--- src/rtl/arob_consts.svh ---
// register indices, byte addresses, field positions and reset values
`ifndef AROB_CONSTS_SVH
`define AROB_CONSTS_SVH

// register indices as printed; byte address is four times the index
`define AROB_IDX_FLAGS 8'h23
`define AROB_IDX_ANALOG_INPUT_ZERO 8'h24
`define AROB_IDX_ANALOG_INPUT_ONE 8'h25
`define AROB_IDX_TEMP 8'h26
`define AROB_IDX_SDMUX 8'h27
`define AROB_IDX_OFFSET 8'h28
`define AROB_IDX_DAC 8'h2C
`define AROB_IDX_RAW 8'h2D
`define AROB_IDX_BYP 8'h2E

`define AROB_ADDR_FLAGS (`AROB_IDX_FLAGS << 2)
`define AROB_ADDR_ANALOG_INPUT_ZERO (`AROB_IDX_ANALOG_INPUT_ZERO << 2)
`define AROB_ADDR_ANALOG_INPUT_ONE (`AROB_IDX_ANALOG_INPUT_ONE << 2)
`define AROB_ADDR_TEMP (`AROB_IDX_TEMP << 2)
`define AROB_ADDR_SDMUX (`AROB_IDX_SDMUX << 2)
`define AROB_ADDR_OFFSET (`AROB_IDX_OFFSET << 2)
`define AROB_ADDR_DAC (`AROB_IDX_DAC << 2)
`define AROB_ADDR_RAW (`AROB_IDX_RAW << 2)
`define AROB_ADDR_BYP (`AROB_IDX_BYP << 2)

// override control fields
`define AROB_BYP_RESULT_EN_BIT 15
`define AROB_BYP_OFFSET_EN_BIT 14
`define AROB_BYP_GND_DIS_BIT 13
`define AROB_BYP_WRITE_MASK 16'hEFFF

// limit flags: channel code n sits at bit n + 1
`define AROB_FLAG_LSB 1
`define AROB_FLAG_MASK 16'h01FE

`define AROB_RESET_VALUE 16'h0000
`define AROB_RESULT_MAX 12'hFFF

`endif

--- src/rtl/arob_pkg.sv ---
// shared types of the converter result block
package arob_pkg;

  // conversion channels; order fixes the limit-flag bit positions
  typedef enum logic [2:0] {
    AROB_CH_ANALOG_INPUT_ZERO,
    AROB_CH_ANALOG_INPUT_ONE,
    AROB_CH_TEMP,
    AROB_CH_SD0,
    AROB_CH_SD1,
    AROB_CH_SD2,
    AROB_CH_SD3,
    AROB_CH_SD4
  } arob_chan_e;

  // one finished conversion as delivered by the converter
  typedef struct packed {
    arob_chan_e chan;
    logic [11:0] raw;
    logic [11:0] limit_lo;
    logic [11:0] limit_hi;
  } arob_conv_s;

  // corrected result leaving the correction stage
  typedef struct packed {
    arob_chan_e chan;
    logic [11:0] value;
    logic limit_fail;
  } arob_result_s;

  // override settings steering the correction stage
  typedef struct packed {
    logic result_override_enable;
    logic offset_override_enable;
    logic [11:0] bypass_data_field;
  } arob_override_s;

endpackage : arob_pkg

--- src/rtl/arob_correct.sv ---
// offset correction, override and limit check of one conversion
`timescale 1ns/1ns
`include "arob_consts.svh"

module arob_correct (
  input wire logic clk,
  input wire logic rst_n,
  input wire logic conv_valid,
  input wire arob_pkg::arob_conv_s conv,
  input wire logic [11:0] measured_offset,
  input wire arob_pkg::arob_override_s ovr,
  output logic result_valid,
  output arob_pkg::arob_result_s result
);

  logic [11:0] offset_use;
  logic signed [13:0] diff;
  logic [11:0] value_next;

  always_comb begin
    // offset override replaces the measured offset, signed either way
    offset_use = ovr.offset_override_enable ? ovr.bypass_data_field
                                            : measured_offset;
    diff = $signed({2'b00, conv.raw}) - $signed({{2{offset_use[11]}}, offset_use});
    if (ovr.result_override_enable) begin
      value_next = ovr.bypass_data_field;
    end else if (diff < 14'sd0) begin
      value_next = 12'h000;
    end else if (diff > $signed({2'b00, `AROB_RESULT_MAX})) begin
      value_next = `AROB_RESULT_MAX;
    end else begin
      value_next = diff[11:0];
    end
  end

  always_ff @(posedge clk or negedge rst_n) begin
    if (!rst_n) begin
      result_valid <= 1'b0;
      result <= '0;
    end else begin
      result_valid <= conv_valid;
      if (conv_valid) begin
        result.chan <= conv.chan;
        result.value <= value_next;
        // limits judge the value that software will read back
        result.limit_fail <= (value_next < conv.limit_lo) ||
                             (value_next > conv.limit_hi);
      end
    end
  end

endmodule : arob_correct

--- src/rtl/arob_top.sv ---
// converter result readback, offset correction and override registers
//
// The implementer's own choice: the APB register port.
`timescale 1ns/1ns
`include "arob_consts.svh"


module arob_top #(
  parameter int ADDR_W = 8
) (
  input wire logic CLOCK,
  input wire logic ARST_N,
  input wire logic PSEL,
  input wire logic PENABLE,
  input wire logic PWRITE,
  input wire logic [ADDR_W-1:0] PADDR,
  input wire logic [31:0] PWDATA,
  input wire logic [3:0] PSTRB,
  output logic [31:0] PRDATA,
  output logic PREADY,
  output logic PSLVERR,
  input wire logic CONV_DONE,
  input wire arob_pkg::arob_conv_s CONV,
  input wire logic CONV_BUSY,
  input wire logic MEAS_OFFSET_VALID,
  input wire logic [11:0] MEAS_OFFSET,
  input wire logic [15:0] DAC_APPLIED,
  output logic GND_SAMPLE_EN,
  output logic [11:0] OFFSET_EFFECTIVE
);

  ////////////////////////////////////////////////////////////////////////////
  // reset release

  logic rst_meta_reg;
  logic rst_sync_reg;
  logic rst_n;

  always_ff @(posedge CLOCK or negedge ARST_N) begin
    if (!ARST_N) begin
      rst_meta_reg <= 1'b0;
      rst_sync_reg <= 1'b0;
    end else begin
      rst_meta_reg <= 1'b1;
      rst_sync_reg <= rst_meta_reg;
    end
  end

  assign rst_n = rst_sync_reg;

  ////////////////////////////////////////////////////////////////////////////
  // register state

  logic [15:0] override_ctrl_reg;
  logic [11:0] measured_offset_reg;
  logic [11:0] raw_result_reg;
  logic [15:0] dac_code_reg;
  logic [11:0] input0_reg;
  logic [11:0] input1_reg;
  logic [11:0] temperature_reg;
  logic [11:0] selfdiag_reg;
  logic [7:0] limit_fail_reg;
  arob_pkg::arob_override_s ovr;
  arob_pkg::arob_result_s result;
  logic result_valid;

  always_comb begin
    ovr.result_override_enable = override_ctrl_reg[`AROB_BYP_RESULT_EN_BIT];
    ovr.offset_override_enable = override_ctrl_reg[`AROB_BYP_OFFSET_EN_BIT];
    ovr.bypass_data_field = override_ctrl_reg[11:0];
  end

  ////////////////////////////////////////////////////////////////////////////
  // apb slave: zero wait states, pready raised in the first access cycle

  logic setup_phase;
  logic access_done;
  logic addr_hit;
  logic [31:0] rdata_next;
  logic [15:0] wmask;
  logic [15:0] byp_next;

  assign setup_phase = PSEL && !PENABLE;
  assign access_done = PSEL && PENABLE && PREADY;

  always_comb begin
    addr_hit = 1'b1;
    rdata_next = 32'h0000_0000;
    unique case (PADDR)
      `AROB_ADDR_FLAGS: begin
        rdata_next[8:1] = limit_fail_reg;
      end
      `AROB_ADDR_ANALOG_INPUT_ZERO: begin
        rdata_next[11:0] = input0_reg;
      end
      `AROB_ADDR_ANALOG_INPUT_ONE: begin
        rdata_next[11:0] = input1_reg;
      end
      `AROB_ADDR_TEMP: begin
        rdata_next[11:0] = temperature_reg;
      end
      `AROB_ADDR_SDMUX: begin
        rdata_next[11:0] = selfdiag_reg;
      end
      `AROB_ADDR_OFFSET: begin
        rdata_next[11:0] = measured_offset_reg;
      end
      `AROB_ADDR_DAC: begin
        rdata_next[15:0] = dac_code_reg;
      end
      `AROB_ADDR_RAW: begin
        rdata_next[11:0] = raw_result_reg;
      end
      `AROB_ADDR_BYP: begin
        rdata_next[15:0] = override_ctrl_reg;
      end
      default: begin
        addr_hit = 1'b0;
      end
    endcase
  end

  always_ff @(posedge CLOCK or negedge rst_n) begin
    if (!rst_n) begin
      PREADY <= 1'b0;
    end else begin
      PREADY <= setup_phase;
    end
  end

  // read data and error are fixed at setup, before the access edge
  always_ff @(posedge CLOCK or negedge rst_n) begin
    if (!rst_n) begin
      PRDATA <= 32'h0000_0000;
      PSLVERR <= 1'b0;
    end else if (setup_phase) begin
      PRDATA <= PWRITE ? 32'h0000_0000 : rdata_next;
      PSLVERR <= !addr_hit;
    end else if (access_done) begin
      PSLVERR <= 1'b0;
    end
  end

  ////////////////////////////////////////////////////////////////////////////
  // override control, the only writable register

  always_comb begin
    wmask = {{8{PSTRB[1]}}, {8{PSTRB[0]}}} & `AROB_BYP_WRITE_MASK;
    byp_next = (override_ctrl_reg & ~wmask) | (PWDATA[15:0] & wmask);
  end

  // software is trusted not to set both enables; if it does, priority decides
  always_ff @(posedge CLOCK or negedge rst_n) begin
    if (!rst_n) begin
      override_ctrl_reg <= `AROB_RESET_VALUE;
    end else if (access_done && PWRITE && PADDR == `AROB_ADDR_BYP) begin
      override_ctrl_reg <= byp_next;
    end
  end

  ////////////////////////////////////////////////////////////////////////////
  // analog side inputs

  always_ff @(posedge CLOCK or negedge rst_n) begin
    if (!rst_n) begin
      measured_offset_reg <= 12'h000;
    end else if (MEAS_OFFSET_VALID) begin
      // bypass settings never touch the measured value
      measured_offset_reg <= MEAS_OFFSET;
    end
  end

  always_ff @(posedge CLOCK or negedge rst_n) begin
    if (!rst_n) begin
      dac_code_reg <= 16'h0000;
    end else begin
      // follows the slewing code, not the target
      dac_code_reg <= DAC_APPLIED;
    end
  end

  always_ff @(posedge CLOCK or negedge rst_n) begin
    if (!rst_n) begin
      raw_result_reg <= 12'h000;
    end else if (CONV_DONE) begin
      raw_result_reg <= CONV.raw;
    end
  end

  ////////////////////////////////////////////////////////////////////////////
  // correction stage

  arob_correct u_correct (
    .clk(CLOCK),
    .rst_n(rst_n),
    .conv_valid(CONV_DONE),
    .conv(CONV),
    .measured_offset(measured_offset_reg),
    .ovr(ovr),
    .result_valid(result_valid),
    .result(result)
  );

  ////////////////////////////////////////////////////////////////////////////
  // readback registers, one per channel group

  always_ff @(posedge CLOCK or negedge rst_n) begin
    if (!rst_n) begin
      input0_reg <= 12'h000;
    end else if (result_valid && result.chan == arob_pkg::AROB_CH_ANALOG_INPUT_ZERO) begin
      input0_reg <= result.value;
    end
  end

  always_ff @(posedge CLOCK or negedge rst_n) begin
    if (!rst_n) begin
      input1_reg <= 12'h000;
    end else if (result_valid && result.chan == arob_pkg::AROB_CH_ANALOG_INPUT_ONE) begin
      input1_reg <= result.value;
    end
  end

  always_ff @(posedge CLOCK or negedge rst_n) begin
    if (!rst_n) begin
      temperature_reg <= 12'h000;
    end else if (result_valid && result.chan == arob_pkg::AROB_CH_TEMP) begin
      temperature_reg <= result.value;
    end
  end

  // all five diagnostic nodes share one register: last one sampled wins
  always_ff @(posedge CLOCK or negedge rst_n) begin
    if (!rst_n) begin
      selfdiag_reg <= 12'h000;
    end else if (result_valid && result.chan >= arob_pkg::AROB_CH_SD0) begin
      selfdiag_reg <= result.value;
    end
  end

  ////////////////////////////////////////////////////////////////////////////
  // limit flags: level of the latest check, not sticky

  for (genvar ch = 0; ch < 8; ch++) begin : g_flag
    always_ff @(posedge CLOCK or negedge rst_n) begin
      if (!rst_n) begin
        limit_fail_reg[ch] <= 1'b0;
      end else if (result_valid && result.chan == arob_pkg::arob_chan_e'(ch)) begin
        limit_fail_reg[ch] <= result.limit_fail;
      end
    end
  end

  ////////////////////////////////////////////////////////////////////////////
  // analog controls

  // ground sampled while idle, registered one cycle behind CONV_BUSY, so it still runs in the first busy cycle
  always_ff @(posedge CLOCK or negedge rst_n) begin
    if (!rst_n) begin
      GND_SAMPLE_EN <= 1'b0;
    end else begin
      GND_SAMPLE_EN <= !override_ctrl_reg[`AROB_BYP_GND_DIS_BIT] && !CONV_BUSY;
    end
  end

  always_ff @(posedge CLOCK or negedge rst_n) begin
    if (!rst_n) begin
      OFFSET_EFFECTIVE <= 12'h000;
    end else begin
      OFFSET_EFFECTIVE <= ovr.offset_override_enable ? ovr.bypass_data_field
                                                     : measured_offset_reg;
    end
  end

endmodule : arob_top

--- config.mk ---
export PLATFORM = sky130hd
export DESIGN_NAME = arob_top
export DESIGN_NICKNAME = d
export VERILOG_FILES = /design/src/rtl/arob_pkg.sv /design/src/rtl/arob_correct.sv /design/src/rtl/arob_top.sv
export VERILOG_INCLUDE_DIRS = /design/src /design/src/rtl
export SDC_FILE = /design/constraint.sdc
export NUM_CORES = 1
export LEC_CHECK = 0
export BUFFER_PORTS_ARGS = -buffer_cell sky130_fd_sc_hd__buf_2
export CORE_UTILIZATION = 50
export CTS_CLUSTER_SIZE = 30
export DETAILED_ROUTE_END_ITERATION = 8
export HOLD_SLACK_MARGIN = 0.08
export PLACE_DENSITY = 0.85
export SLEW_MARGIN = 20
export SYNTH_ARGS = -nofsm -noshare
export SYNTH_HDL_FRONTEND = slang
export SYNTH_SLANG_ARGS = --single-unit
--- constraint.sdc ---
create_clock -name CLOCK -period 4.55 [get_ports CLOCK]
set_input_delay 0.455 -clock CLOCK [delete_from_list [all_inputs] [get_ports CLOCK]]
set_output_delay 0.455 -clock CLOCK [all_outputs]
set_load 0.01 [all_outputs]
==> flow_metrics.py <==
metrics = {
    "clock_network": {
        "clockBufferDepth": 2,
        "clock_sinks": 161,
        "clk_pin_slew_ps": 70,
        "cts_root_buf": "clkbuf_16",
        "worstSkewPairLatency_ps": 440,
        "cts_tree": "done",
        "numCtsBuffers": 17,
        "h-tree-depth": 4,
    },
    "cells_and_area": {
        "nNetsFinal": 1038,
        "diodes": 0,
        "area_delta_synth_final_pct": 25.01,
        "final_cells": 1109,
        "n_fill_cell": 1191,
        "layout.area.seq_sq_um": 4034,
        "fin_area_sq_um": 10200,
        "multi_input_area_sq_um": 4013,
        "layout-drive-gt1-share": 0.4166,
    },
    "worst_setup_path": {
        "cp_slowest_cell": "dfrtp_2",
        "crit_arrival_ps": 4790,
        "worst-path-buf-inv": 3,
        "crit_path_cell_trace": "buf_12 > mux2i_4 > buf_4 > fa_1 > a211oi_2 > o21ai_2 > buf_4 > a31oi_1 > xor2_1 > nand2_1 > a22oi_1 > o21ai_1 > ha_1 > a21o_1 > a21o_1 > a21oi_1 > o211ai_1 > a21boi_1 > o2bb2ai_1 > a31o_2",
        "cp_top_family": "compound AO/OA/AOI/OAI gates",
        "cp-end-kind": "register",
        "critPathRequiredTime_ps": 4870,
        "start_kind": "register",
        "cpPeakStageDelay_ps": 450,
        "worst-setup-path-type": "reg2reg",
        "cp_max_fo": 5,
    },
    "drt": {
        "via_per_inst": 5.940,
        "post-route-drc-count": 0,
        "routedWlPerCell_um": 20.84,
        "first_iter_violations": 527,
        "antenna_left": 0,
        "routed_wl_um": 23120,
        "first_pass_iters": 5,
        "route.vias.total": 6588,
    },
    "logic_synthesis": {
        "yosysWarnings": 0,
        "async_flop_share": 1.000,
        "synthMostInstantiatedCell": "dfrtp_1",
        "synth_edf_count": 0,
        "ys_seq_area_frac": 0.4937,
        "yosysTopAreaCellShare": 0.4937,
        "synth_area_leaders": "dfrtp_1 (49%), mux2_2 (14%), ha_1 (5.8%)",
        "synthDistinctLibCells": 63,
        "yosys.area.top_type": "dfrtp_1",
        "ys.flop_type": "dfrtp_1",
        "syn_area_sq_um": 8160,
        "avgSynthCellArea_sq_um": 11.69,
        "netlist_instances": 698,
        "yosys-top-cells-count": "dfrtp_1 (161), mux2_2 (105), nand2_1 (42), inv_1 (41), ha_1 (38)",
        "synth_seq_cells": 161,
    },
    "place": {
        "numPortBuffers": 130,
        "dpl-instance-area_sq_um": 9309,
        "dp_slack_ps": -206.4,
        "dp.cells": 1070,
        "dpl.hpwl_um": 16270,
        "place.gp.congestion": 0.9153,
    },
    "power": {
        "ir_worst_vdd_mv": 0.3273,
        "p_leak_nw": 4.886,
        "swShare": 0.2869,
        "pwr-share-comb": 0.225,
        "internal-power_mw": 3.112,
        "seq_power_share": 0.450,
        "p_switching_mw": 1.252,
        "powerDensity_nw_per_um2": 427.8,
        "finalPower_mw": 4.364,
        "clkPwrFrac": 0.325,
    },
    "floorplanning": {
        "row_count": 46,
        "io-pin-count": 166,
        "start_util": 0.5137,
        "die_x_um": 129.8,
        "core_area_sq_um": 15890,
        "die_h_um": 129.8,
        "die-area_sq_um": 16840,
    },
    "global_routing": {
        "grt_max_degree": 83,
        "track_usage": 0.2848,
        "grt_pass1_vias": 6543,
        "antenna_found_initial": 0,
        "grt_pass1_wl_um": 35030,
        "grt_overflow": 0,
    },
    "timing": {
        "setup_violations": 0,
        "hold_viol_final": 0,
        "fin_crit_sh": 0.9829,
        "fmax_mhz": 223.6,
        "setup_tns_ps": 0,
        "finClkSkew_ps": 13.38,
        "slew_headroom": 0.1800,
        "period_minus_slack_ps": 4472,
        "setup_slack_ps": 77.98,
        "slew_viol_final": 0,
        "tightest_slew_ps": 1230,
    },
    "job": {
        "cap_violations": 0,
    },
    "worst_hold_path": {
        "hold_path_class": "in2reg",
    },
    "outcome": {
        "outcome": "finished, final reports clean",
    },
}
[final timing paths]
| check | end | startpoint | slack [ps] | cells past startpoint |
|---|---|---|---|---|
| min reg2reg | input1_reg[3] | rst_n | 300 | 0 |
| max reg2reg | u_correct.result[0] | register | 80 | 20 |
| min | dac_code_reg[9] | DAC_APPLIED[9] | 120 | 1 |
| max in group asynchronous | asynchronous set/reset pin | rst_n | 3440 | 1 |
| max | u_correct.result[0] | register | 80 | 20 |
| min in group asynchronous | input1_reg[3] | rst_n | 300 | 0 |
[repair_timing]
item                       CTS  global route
hold endpoints to repair     2             0
pin swaps                    2            17
setup endpoints to repair    1             1
resized for setup           11            32
hold buffers                 1             0
buffers inserted             0             5
[through the flow]
step / util / hold WS [ps]
after floorplan: - / 159.4
after global placement: 0.5859 / 240.6
after detailed placement: 0.5860 / 240.4
after CTS: 0.6252 / 118.4
after global routing: 0.6422 / 110.7
final: 0.6422 / 121.7
[metal layers]
| layer | global-route usage | share of wire | vias up |
|---|---|---|---|
| met3 | 0.06232 | 0.075 | 48 |
| met4 | 0.1320 | 0.033 | 0 |
| met1 | 0.3669 | 0.41 | 3307 |
| met5 | 0 | 0 | - |
| li1 | - | - | 2900 |
| met2 | 0.4605 | 0.48 | 333 |
[placed cells by master, fill, tap and decap left out, types with 17 or more instances in the layout]
cell type / synthesis / layout
dfrtp_1: 161 / 159
buf_2: 0 / 130
mux2_2: 105 / 105
buf_4: 16 / 54
nand2_1: 42 / 42
inv_1: 41 / 41
ha_1: 38 / 34
a22oi_1: 31 / 31
o21ai_0: 27 / 24
conb_1: 2 / 17
clkbuf_16: 0 / 17
[cells by family after synthesis]
logic type	synth area share
AO/OA/AOI/OAI	0.1354
XOR/XNOR	0.01181
other	0.0009203
AND/OR/NAND/NOR	0.08541
multiplexers	0.1610
buffers and inverters	0.05106
flip-flops	0.4937
adder cells (fa/ha/maj)	0.06072
[power groups by stage]
stage	Combinational [mW]	Sequential (mW)	Clock (mW)
global route	1.07	1.99	1.49
global placement	0.841	1.96	0
CTS	0.901	1.96	1.42
detailed placement	0.881	1.98	0
finish	0.983	1.96	1.42
floorplan	0.604	1.91	0
[layout make-up]
cell class / count / area share
flip-flops and latches: 161 / 0.3954
multi-input cells: 469 / 0.3934
repair buffers: 190 / 0.1126
clock buffers: 22 / 0.04649
well taps: 216 / 0.02649
inverters: 41 / 0.01509
clock inverters: 10 / 0.01055
(Power assumes the default switching activity.)
